## src/design/rcr_defs.svh

```systemverilog
`ifndef RCR_DEFS_SVH
`define RCR_DEFS_SVH

// =====================================================================
// register offsets
`define RCR_OFS_COMMAND   8'h00
`define RCR_OFS_STATUS    8'h04
`define RCR_OFS_CONFIG    8'h08

// =====================================================================
// field positions
`define RCR_KEY_VALUE     8'hA5
`define RCR_KEY_HI        31
`define RCR_KEY_LO        24
`define RCR_CMD_CPU_BIT   0
`define RCR_CMD_PERI_BIT  2
`define RCR_CMD_PIN_BIT   3
`define RCR_ST_FALL_BIT   0
`define RCR_ST_CAUSE_HI   10
`define RCR_ST_CAUSE_LO   8
`define RCR_ST_LEVEL_BIT  16
`define RCR_ST_BUSY_BIT   17
`define RCR_CFG_EN_BIT    0
`define RCR_CFG_IRQ_BIT   4
`define RCR_CFG_LEN_HI    11
`define RCR_CFG_LEN_LO    8

// =====================================================================
// reset values and timing
`define RCR_CFG_RESET     32'h0000_0001
`define RCR_SW_RESET_SLOW 3
`define RCR_SYNC_STAGES   2

`endif

```

## src/design/rcr_pkg.sv

```systemverilog
package rcr_pkg;
   typedef enum logic [2:0] {
      RCR_CAUSE_GENERAL  = 3'h0,
      RCR_CAUSE_BACKUP   = 3'h1,
      RCR_CAUSE_WATCHDOG = 3'h2,
      RCR_CAUSE_SOFTWARE = 3'h3,
      RCR_CAUSE_PIN      = 3'h4
   } rcr_cause_t;

   typedef enum logic [1:0] {
      RCR_IDLE  = 2'b00,
      RCR_HOLD  = 2'b01,
      RCR_PULSE = 2'b11
   } rcr_state_t;
endpackage

```

## src/design/rcr_sync.sv

```systemverilog
module rcr_sync (
   input  wire logic CLOCK_IN,
   input  wire logic RST_IN,
   input  wire logic D_IN,
   output logic      Q_OUT
);
   logic meta_q;

   // reset high: pin idles high
   always_ff @(posedge CLOCK_IN or posedge RST_IN) begin
      if (RST_IN) begin
         meta_q <= 1'b1;
         Q_OUT  <= 1'b1;
      end else begin
         meta_q <= D_IN;
         Q_OUT  <= meta_q;
      end
   end
endmodule

```

## src/design/rcr_top.sv

```systemverilog
// Chosen here: register access over APB.
`include "rcr_defs.svh"
// Function
// RQ1 - command write needs key 0xA5
// RQ2 - command bit 0 resets processor
// RQ3 - command bit 2 resets peripherals
// RQ4 - command bit 3 drives pin low
// RQ5 - pin falling edge sets status flag
// RQ6 - interrupt when flag, enable, pin-reset off
// RQ7 - status read clears fall flag
// RQ8 - status 10:8 hold last reset cause
// RQ9 - status read keeps cause field
// RQ10 - status bit 16 shows pin level
// RQ11 - status bit 17 busy during software reset
// RQ12 - software waits for busy before commanding
// RQ13 - config write blocked by write protect
// RQ14 - config bit 0 enables pin reset
// RQ15 - pin pulse lasts 2^(len+1) slow cycles
// RQ16 - config write needs key, key reads zero
// RQ17 - software reset lasts three slow cycles
// RQ18 - command ignored while busy
// RQ19 - cause updated at processor reset release
// RQ20 - cause software only with processor bit
// RQ21 - reserved bits read zero
module rcr_top (
   input  wire logic                 CLOCK_IN,
   input  wire logic                 RST_IN,
   input  wire logic                 PSEL_IN,
   input  wire logic                 PENABLE_IN,
   input  wire logic                 PWRITE_IN,
   input  wire logic [7:0]           PADDR_IN,
   input  wire logic [31:0]          PWDATA_IN,
   input  wire logic                 SLOW_CLOCK_IN,
   input  wire logic                 PIN_IN,
   input  wire logic                 WRITE_PROTECT_ON_IN,
   input  wire rcr_pkg::rcr_cause_t  EXT_CAUSE_IN,
   input  wire logic                 EXT_CAUSE_VALID_IN,
   output logic [31:0]               PRDATA_OUT,
   output logic                      PREADY_OUT,
   output logic                      PSLVERR_OUT,
   output logic                      PIN_OUT,
   output logic                      PIN_OE_OUT,
   output logic                      CPU_RESET_OUT,
   output logic                      PERIPH_RESET_OUT,
   output logic                      IRQ_OUT
);
   import rcr_pkg::*;

   // =====================================================================
   // input synchronisers
   logic       pin_s;
   logic       slow_s;
   logic       pin_d_q;
   logic       slow_d_q;
   logic       slow_tick;
   logic       pin_fall;

   rcr_sync u_pin_sync (
      .CLOCK_IN (CLOCK_IN),
      .RST_IN   (RST_IN),
      .D_IN     (PIN_IN),
      .Q_OUT    (pin_s)
   );

   rcr_sync u_slow_sync (
      .CLOCK_IN (CLOCK_IN),
      .RST_IN   (RST_IN),
      .D_IN     (SLOW_CLOCK_IN),
      .Q_OUT    (slow_s)
   );

   always_ff @(posedge CLOCK_IN or posedge RST_IN) begin
      if (RST_IN) begin
         pin_d_q  <= 1'b1;
         // matches the synchroniser's reset level, so no false tick after reset
         slow_d_q <= 1'b1;
      end else begin
         pin_d_q  <= pin_s;
         slow_d_q <= slow_s;
      end
   end

   assign slow_tick = slow_s & ~slow_d_q;
   assign pin_fall  = pin_d_q & ~pin_s;

   // =====================================================================
   // apb decode
   logic       acc;
   logic       wr;
   logic       rd;
   logic       key_ok;
   logic       mapped;
   logic       cmd_go;
   logic       cfg_wr;
   logic       st_rd;
   logic       busy_q;

   assign acc    = PSEL_IN & PENABLE_IN;
   assign wr     = acc & PWRITE_IN;
   assign rd     = acc & ~PWRITE_IN;
   assign key_ok = PWDATA_IN[`RCR_KEY_HI:`RCR_KEY_LO] == `RCR_KEY_VALUE;
   assign mapped = PADDR_IN == `RCR_OFS_COMMAND || PADDR_IN == `RCR_OFS_STATUS
                   || PADDR_IN == `RCR_OFS_CONFIG;
   assign st_rd  = rd & (PADDR_IN == `RCR_OFS_STATUS);
   // RQ1 RQ18
   assign cmd_go = wr & (PADDR_IN == `RCR_OFS_COMMAND) & key_ok & ~busy_q
                   & (PWDATA_IN[`RCR_CMD_CPU_BIT] | PWDATA_IN[`RCR_CMD_PERI_BIT]
                      | PWDATA_IN[`RCR_CMD_PIN_BIT]);
   // RQ13 RQ16
   assign cfg_wr = wr & (PADDR_IN == `RCR_OFS_CONFIG) & key_ok & ~WRITE_PROTECT_ON_IN;

   // =====================================================================
   // configuration
   logic       pin_en_q;
   logic       irq_en_q;
   logic [3:0] len_exp_q;

   always_ff @(posedge CLOCK_IN or posedge RST_IN) begin
      if (RST_IN) begin
         pin_en_q  <= 1'(`RCR_CFG_RESET >> `RCR_CFG_EN_BIT);
         irq_en_q  <= 1'b0;
         len_exp_q <= 4'h0;
      end else if (cfg_wr) begin
         pin_en_q  <= PWDATA_IN[`RCR_CFG_EN_BIT]; // RQ14
         irq_en_q  <= PWDATA_IN[`RCR_CFG_IRQ_BIT];
         len_exp_q <= PWDATA_IN[`RCR_CFG_LEN_HI:`RCR_CFG_LEN_LO];
      end
   end

   // =====================================================================
   // software reset sequencer
   rcr_state_t st_q;
   logic       cpu_cmd_q;
   logic       peri_cmd_q;
   logic [1:0] sw_cnt_q;

   always_ff @(posedge CLOCK_IN or posedge RST_IN) begin
      if (RST_IN) begin
         busy_q     <= 1'b0;
         cpu_cmd_q  <= 1'b0;
         peri_cmd_q <= 1'b0;
         sw_cnt_q   <= 2'h0;
      end else if (cmd_go) begin
         busy_q     <= 1'b1; // RQ11
         cpu_cmd_q  <= PWDATA_IN[`RCR_CMD_CPU_BIT]; // RQ2
         peri_cmd_q <= PWDATA_IN[`RCR_CMD_PERI_BIT]; // RQ3
         sw_cnt_q   <= 2'h0;
      end else if (busy_q && slow_tick) begin
         // RQ17
         if (sw_cnt_q == 2'(`RCR_SW_RESET_SLOW - 1)) begin
            busy_q     <= 1'b0; // RQ11
            cpu_cmd_q  <= 1'b0;
            peri_cmd_q <= 1'b0;
         end else begin
            sw_cnt_q <= sw_cnt_q + 2'h1;
         end
      end
   end

   // =====================================================================
   // external pin pulse
   logic [16:0] pulse_cnt_q;
   logic [16:0] pulse_len;

   assign pulse_len = 17'(2) << len_exp_q; // RQ15

   always_ff @(posedge CLOCK_IN or posedge RST_IN) begin
      if (RST_IN) begin
         st_q        <= RCR_IDLE;
         pulse_cnt_q <= 17'h0;
      end else begin
         case (st_q)
            RCR_IDLE: begin
               if (cmd_go && PWDATA_IN[`RCR_CMD_PIN_BIT]) begin
                  st_q        <= RCR_HOLD; // RQ4
                  pulse_cnt_q <= 17'h0;
               end
            end
            RCR_HOLD: begin
               if (slow_tick) begin
                  st_q <= RCR_PULSE;
               end
            end
            RCR_PULSE: begin
               if (slow_tick) begin
                  if (pulse_cnt_q == pulse_len - 17'h1) begin
                     st_q <= RCR_IDLE;
                  end else begin
                     pulse_cnt_q <= pulse_cnt_q + 17'h1;
                  end
               end
            end
            default: st_q <= RCR_IDLE;
         endcase
      end
   end

   // open-drain: drive low only
   always_ff @(posedge CLOCK_IN or posedge RST_IN) begin
      if (RST_IN) begin
         PIN_OUT    <= 1'b0;
         PIN_OE_OUT <= 1'b0;
      end else begin
         PIN_OUT    <= 1'b0;
         PIN_OE_OUT <= (st_q != RCR_IDLE) | (cmd_go & PWDATA_IN[`RCR_CMD_PIN_BIT]); // RQ4
      end
   end

   // =====================================================================
   // reset outputs, user reset via pin
   logic       user_rst;
   logic       user_rst_q;
   logic       sw_end;
   logic [2:0] own_hist_q;

   assign sw_end = busy_q & slow_tick & (sw_cnt_q == 2'(`RCR_SW_RESET_SLOW - 1));

   // pin stays low for the sync delay after our own pulse; that tail must not
   // look like a button press
   always_ff @(posedge CLOCK_IN or posedge RST_IN) begin
      if (RST_IN) begin
         own_hist_q <= 3'h0;
      end else begin
         own_hist_q <= {own_hist_q[1:0], PIN_OE_OUT};
      end
   end

   // own pulse and software reset do not count as user reset
   assign user_rst = pin_en_q & ~pin_s & (st_q == RCR_IDLE) & ~busy_q
                     & ~PIN_OE_OUT & ~(|own_hist_q); // RQ14

   always_ff @(posedge CLOCK_IN or posedge RST_IN) begin
      if (RST_IN) begin
         user_rst_q       <= 1'b0;
         CPU_RESET_OUT    <= 1'b0;
         PERIPH_RESET_OUT <= 1'b0;
      end else begin
         user_rst_q       <= user_rst;
         CPU_RESET_OUT    <= user_rst | (cmd_go & PWDATA_IN[`RCR_CMD_CPU_BIT])
                             | (cpu_cmd_q & busy_q & ~sw_end);
         PERIPH_RESET_OUT <= user_rst | (cmd_go & PWDATA_IN[`RCR_CMD_PERI_BIT])
                             | (peri_cmd_q & busy_q & ~sw_end);
      end
   end

   // =====================================================================
   // reset cause, loaded on EXT_CAUSE_VALID_IN or on processor reset release
   rcr_cause_t cause_q;

   always_ff @(posedge CLOCK_IN or posedge RST_IN) begin
      if (RST_IN) begin
         cause_q <= RCR_CAUSE_GENERAL;
      end else if (EXT_CAUSE_VALID_IN) begin
         cause_q <= EXT_CAUSE_IN;
      end else if (sw_end && cpu_cmd_q) begin
         cause_q <= RCR_CAUSE_SOFTWARE; // RQ19 RQ20
      end else if (user_rst_q && !user_rst) begin
         cause_q <= RCR_CAUSE_PIN; // RQ19
      end
   end

   // =====================================================================
   // falling edge flag and interrupt
   logic fall_q;

   always_ff @(posedge CLOCK_IN or posedge RST_IN) begin
      if (RST_IN) begin
         fall_q <= 1'b0;
      end else if (pin_fall) begin
         fall_q <= 1'b1; // RQ5 (set beats read clear)
      end else if (st_rd) begin
         fall_q <= 1'b0; // RQ7
      end
   end

   always_ff @(posedge CLOCK_IN or posedge RST_IN) begin
      if (RST_IN) begin
         IRQ_OUT <= 1'b0;
      end else begin
         IRQ_OUT <= (fall_q | pin_fall) & ~(st_rd & ~pin_fall) & irq_en_q & ~pin_en_q; // RQ6
      end
   end

   // =====================================================================
   // read data
   logic [31:0] rdata;

   always_comb begin
      rdata = 32'h0; // RQ21
      case (PADDR_IN)
         `RCR_OFS_STATUS: begin
            rdata[`RCR_ST_FALL_BIT]                  = fall_q;
            rdata[`RCR_ST_CAUSE_HI:`RCR_ST_CAUSE_LO] = cause_q; // RQ8 RQ9
            rdata[`RCR_ST_LEVEL_BIT]                 = pin_s; // RQ10
            rdata[`RCR_ST_BUSY_BIT]                  = busy_q;
         end
         `RCR_OFS_CONFIG: begin
            rdata[`RCR_CFG_EN_BIT]                 = pin_en_q;
            rdata[`RCR_CFG_IRQ_BIT]                = irq_en_q;
            rdata[`RCR_CFG_LEN_HI:`RCR_CFG_LEN_LO] = len_exp_q; // RQ16 key reads 0
         end
         default: rdata = 32'h0;
      endcase
   end

   // single-cycle apb; no wait state, outputs registered from the setup phase
   always_ff @(posedge CLOCK_IN or posedge RST_IN) begin
      if (RST_IN) begin
         PRDATA_OUT  <= 32'h0;
         PREADY_OUT  <= 1'b0;
         PSLVERR_OUT <= 1'b0;
      end else begin
         PREADY_OUT  <= PSEL_IN & ~PENABLE_IN;
         PSLVERR_OUT <= PSEL_IN & ~PENABLE_IN & ~mapped;
         PRDATA_OUT  <= (PSEL_IN & ~PENABLE_IN & ~PWRITE_IN) ? rdata : 32'h0;
      end
   end

   // =====================================================================
   // checks
   property p_key;
      @(posedge CLOCK_IN) disable iff (RST_IN)
         wr && PADDR_IN == `RCR_OFS_COMMAND && !key_ok |=> !$rose(busy_q);
   endproperty
   a_key: assert property (p_key) else $error("bad key started reset"); // RQ1

   property p_cpu;
      @(posedge CLOCK_IN) disable iff (RST_IN)
         cmd_go && PWDATA_IN[0] |=> CPU_RESET_OUT;
   endproperty
   a_cpu: assert property (p_cpu) else $error("cpu reset missing"); // RQ2

   property p_pin;
      @(posedge CLOCK_IN) disable iff (RST_IN)
         cmd_go && PWDATA_IN[3] |=> PIN_OE_OUT && !PIN_OUT;
   endproperty
   a_pin: assert property (p_pin) else $error("pin not driven"); // RQ4

   property p_fall;
      @(posedge CLOCK_IN) disable iff (RST_IN)
         pin_fall |=> fall_q;
   endproperty
   a_fall: assert property (p_fall) else $error("fall flag not set"); // RQ5

   property p_clr;
      @(posedge CLOCK_IN) disable iff (RST_IN)
         st_rd && !pin_fall |=> !fall_q;
   endproperty
   a_clr: assert property (p_clr) else $error("flag not cleared"); // RQ7

   property p_cause;
      @(posedge CLOCK_IN) disable iff (RST_IN)
         st_rd && !EXT_CAUSE_VALID_IN && !sw_end && !(user_rst_q && !user_rst)
         |=> $stable(cause_q);
   endproperty
   a_cause: assert property (p_cause) else $error("cause changed on read"); // RQ9

   property p_busy;
      @(posedge CLOCK_IN) disable iff (RST_IN)
         busy_q && wr && PADDR_IN == `RCR_OFS_COMMAND && !sw_end
         |=> busy_q && $stable(cpu_cmd_q) && $stable(peri_cmd_q);
   endproperty
   a_busy: assert property (p_busy) else $error("command taken while busy"); // RQ18

   property p_prot;
      @(posedge CLOCK_IN) disable iff (RST_IN)
         WRITE_PROTECT_ON_IN |=> $stable(len_exp_q) && $stable(pin_en_q);
   endproperty
   a_prot: assert property (p_prot) else $error("protected config written"); // RQ13
endmodule

```

## config.mk

```make
export PLATFORM = sky130hd
export DESIGN_NAME = rcr_top
export DESIGN_NICKNAME = d
export VERILOG_FILES = /design/src/design/rcr_pkg.sv /design/src/design/rcr_sync.sv /design/src/design/rcr_top.sv
export VERILOG_INCLUDE_DIRS = /design/src /design/src/design
export SDC_FILE = /design/constraint.sdc
export NUM_CORES = 1
export LEC_CHECK = 0
export ABC_AREA = 1
export BUFFER_PORTS_ARGS = -buffer_cell sky130_fd_sc_hd__clkbuf_2
export CAP_MARGIN = 0
export CORE_AREA = 4 4 125 127
export DETAILED_ROUTE_END_ITERATION = 10
export DIE_AREA = 0 0 129 131
export HOLD_SLACK_MARGIN = 0.02
export PLACE_DENSITY = 0.53
export SLEW_MARGIN = 10
export SYNTH_ARGS = -nofsm -noshare
export SYNTH_HDL_FRONTEND = slang
export SYNTH_SLANG_ARGS = --single-unit
```

## constraint.sdc

```tcl
create_clock -name CLOCK_IN -period 2.7 [get_ports CLOCK_IN]
set_clock_uncertainty 0.05 [all_clocks]
set_input_delay 0 -clock CLOCK_IN [delete_from_list [all_inputs] [get_ports CLOCK_IN]]
set_output_delay 0 -clock CLOCK_IN [all_outputs]
set_load 0.05 [all_outputs]
```

==> impl_metrics.toml <==
[finish]
finalNetCount = 622
areaGrowthSynthToFinish_pct = 26.6
drive_gt1_share_pct = 20.5
n_antenna_cell = 0
design_area_um2 = 4550

[drt]
wl_per_cell_um = 12.0
drt_pass1_iterations = 5
drtIter0Drc = 149
wl_um = 9060
viasPerCell = 4.33
antenna_left = 0
drc = 0
num_vias = 3273

[synth]
ys_ff_latch = 58
ys_warn_count = 0
netlist_area_um2 = 3590
synthFlopType = "dfrtp_1"
synthDistinctLibCells = 38
seq_area_frac_synth_pct = 40.6
synth_top_area_share_pct = 35.5
yosysMostFrequentCell = "nand2_1"
synth_area_leaders = "dfrtp_1 (36%), nand2_1 (13%), nand3_1 (6.5%)"
post_synth.cell_area_avg_um2 = 7.50
syn_inst = 479
synth_largest_area_cell = "dfrtp_1"
async_flop_share_pct = 100
synth_edf_count = 0
ys_top_cells_by_count = "nand2_1 (129), nor2_1 (58), dfrtp_1 (51), inv_1 (50), nand3_1 (47)"

[setup_path]
path_buf_inv = 1
crit_end = "pulse_cnt_q[2]"
slowest_stage = "dfrtp_1"
cp-startpoint = "len_exp_q[0]"
path_delay_family = "simple AND/OR/NAND/NOR gates"
crit_fanout = 10
r2r_start = "len_exp_q[0]"
reg2reg_slack_ps = 310
arrival_ps = 2600
critPathCaptureType = "flop"
worstRegToRegCells = 15
crit_cells = 15
start_kind = "flop"
max_stage_delay_ps = 490
regToRegEndpoint = "pulse_cnt_q[2]"
path_cells = "nor2_4 > nand2_2 > ha_1 > nand2_1 > nand3_1 > nor2_1 > nand2_1 > nor2_1 > nand3_1 > nor2_1 > nand3_2 > nand3_4 > buf_4 > nand3_1 > nand2_1"
cp_data_required_time_ps = 2920
path_class = "flop to flop"

[die]
die_w_um = 129
io_pins = 91
initial_utilization_pct = 24.9
die-height_um = 131
dieArea_um2 = 16900
rows = 44
fp.coreArea_um2 = 14400

[sta]
finalSetupTns_ps = 0
worst_pin_slew_ps = 607
layout_min_cycle_time_ps = 2390
final_max_slew_viol_count = 0
hold_slack_ps = 50.1
setup_slack_ps = 314
rsz0062_at_grt = "no"
relSlewSlack_pct = 59.4
hold_viol_final = 0
max_freq_ghz = 0.419
setup_viol = 0
min_period_over_period_pct = 88.4

[placement]
place_congestion = 0.877
dp_worst_setup_slack_ps = 281
place_area_um2 = 3980
port_buffers = 49
hpwlAfterDp_um = 7020

[cts]
numClockSinks = 58
cts_buffers = 9
clkLatencyLatePin_ps = 330
htree_levels = 3
cts_tree = "built"
root_buffer = "clkbuf_16"
clk_pin_slew_ps = 50
cts_buffer_depth = 2

[power]
power_density_nw_per_um2 = 560
ir_worst_vdd_v = 0.000290
total_leakage_power_nw = 2.22

[grt]
grt_max_degree = 28
grt-ovfl-total = 0
grt_use_total_pct = 11.2
grt_first_pass_wirelength_um = 15200
grt_pass1_vias = 3201
antenna_found_initial = 0

[run_status]
status = "completed"

[run]
maxCapViolCount = 0

[min_path]
hold_path_class = "input port to flop"
## worst min path at each step
stage	startpoint	to	slack, ps	cells after the start
finish	EXT_CAUSE_VALID_IN	cause_q[2]	50	5
global route	EXT_CAUSE_VALID_IN	cause_q[2]	70	5
CTS	EXT_CAUSE_VALID_IN	cause_q[2]	40	5
detailed placement	RST_IN	own_hist_q[1]	-40	2
global placement	RST_IN	own_hist_q[1]	-50	2
floorplan	PIN_IN	u_pin_sync.meta_q	-50	0
## cells by family after synthesis
kind of cell             Yosys count  share of synthesized area [%]
AO/OA/AOI/OAI                     21                           3.55
XOR/XNOR                          16                           4.28
adder cells (fa/ha/maj)            3                           1.04
buffers and inverters             93                           13.1
flip-flops                        58                           40.6
multiplexers                       6                           1.88
other                              1                          0.104
AND/OR/NAND/NOR                  281                           35.4
## routing by layer
| layer | global-route usage (%) | share of wire, % | vias to the layer above | routed length, µm |
|---|---|---|---|---|
| met5 | 0 | 0 | - | 0 |
| met1 | 14.3 | 45 | 1551 | 4120 |
| met3 | 2.03 | 3.9 | 8 | 350 |
| li1 | - | - | 1640 | - |
| met4 | 3.77 | 1.2 | 0 | 111 |
| met2 | 19.0 | 49 | 74 | 4480 |
## placed cells by master (no fill, tap or decap), drive strengths merged, types with 2 or more instances in the layout
master         n
a21oi          8
and2           2
buf           13
clkbuf        58
clkinv         4
clkinvlp       2
conb          25
dfrtp         51
dfstp          7
dlygate4sd3   26
ha             3
inv           59
mux2           6
nand2        133
nand3         52
nand4          4
nor2          61
nor3          22
nor3b          4
o211ai         2
o21ai          7
o31ai          2
xnor2          2
xor2          13
## flip-flops by register name (all words and copies together), names as in the netlist, 2 cells and up
register / cells
PRDATA_OUT: 8
pulse_cnt_q: 17
len_exp_q: 4
sw_cnt_q: 2
own_hist_q: 3
cause_q: 3
st_q: 2
## layout make-up
type / count / area [µm²]
Fill cell: 1571 / 9870
Multi-Input combinational cell: 352 / 1760
Sequential cell: 58 / 1460
Timing Repair Buffer: 88 / 603
Tap cell: 184 / 230
Clock buffer: 9 / 225
Inverter: 58 / 218
Clock inverter: 7 / 55.1
## metrics by stage
step | cells | utilization, % | power [W]
after CTS | 753 | 31.4 | 0.00258
after detailed placement | 711 | 27.6 | 0.00150
after floorplan | 503 | - | 0.00140
after global placement | 711 | 27.6 | 0.00148
final | 756 | 31.5 | 0.00255
after global routing | 756 | 31.5 | 0.00270
## what timing repair did
action,in CTS,in global routing
gates resized for setup,0,1
hold endpoints to repair,53,0
setup endpoints to repair,0,18
setup buffers,0,3
hold buffers,26,0
## report_power, final
group	switching, W	internal, W	leakage (nW)
logic	0.000350	0.000149	1.35
clock network	0.000415	0.000625	0.132
registers	0.0000643	0.000945	0.741
## worst min-delay path, delay by kind of cell
kind | cells | cell delay (ps)
buffers and inverters | 1 | 120
AND/OR/NAND/NOR | 4 | 250
Note: power is estimated with default switching activity, not from simulation.
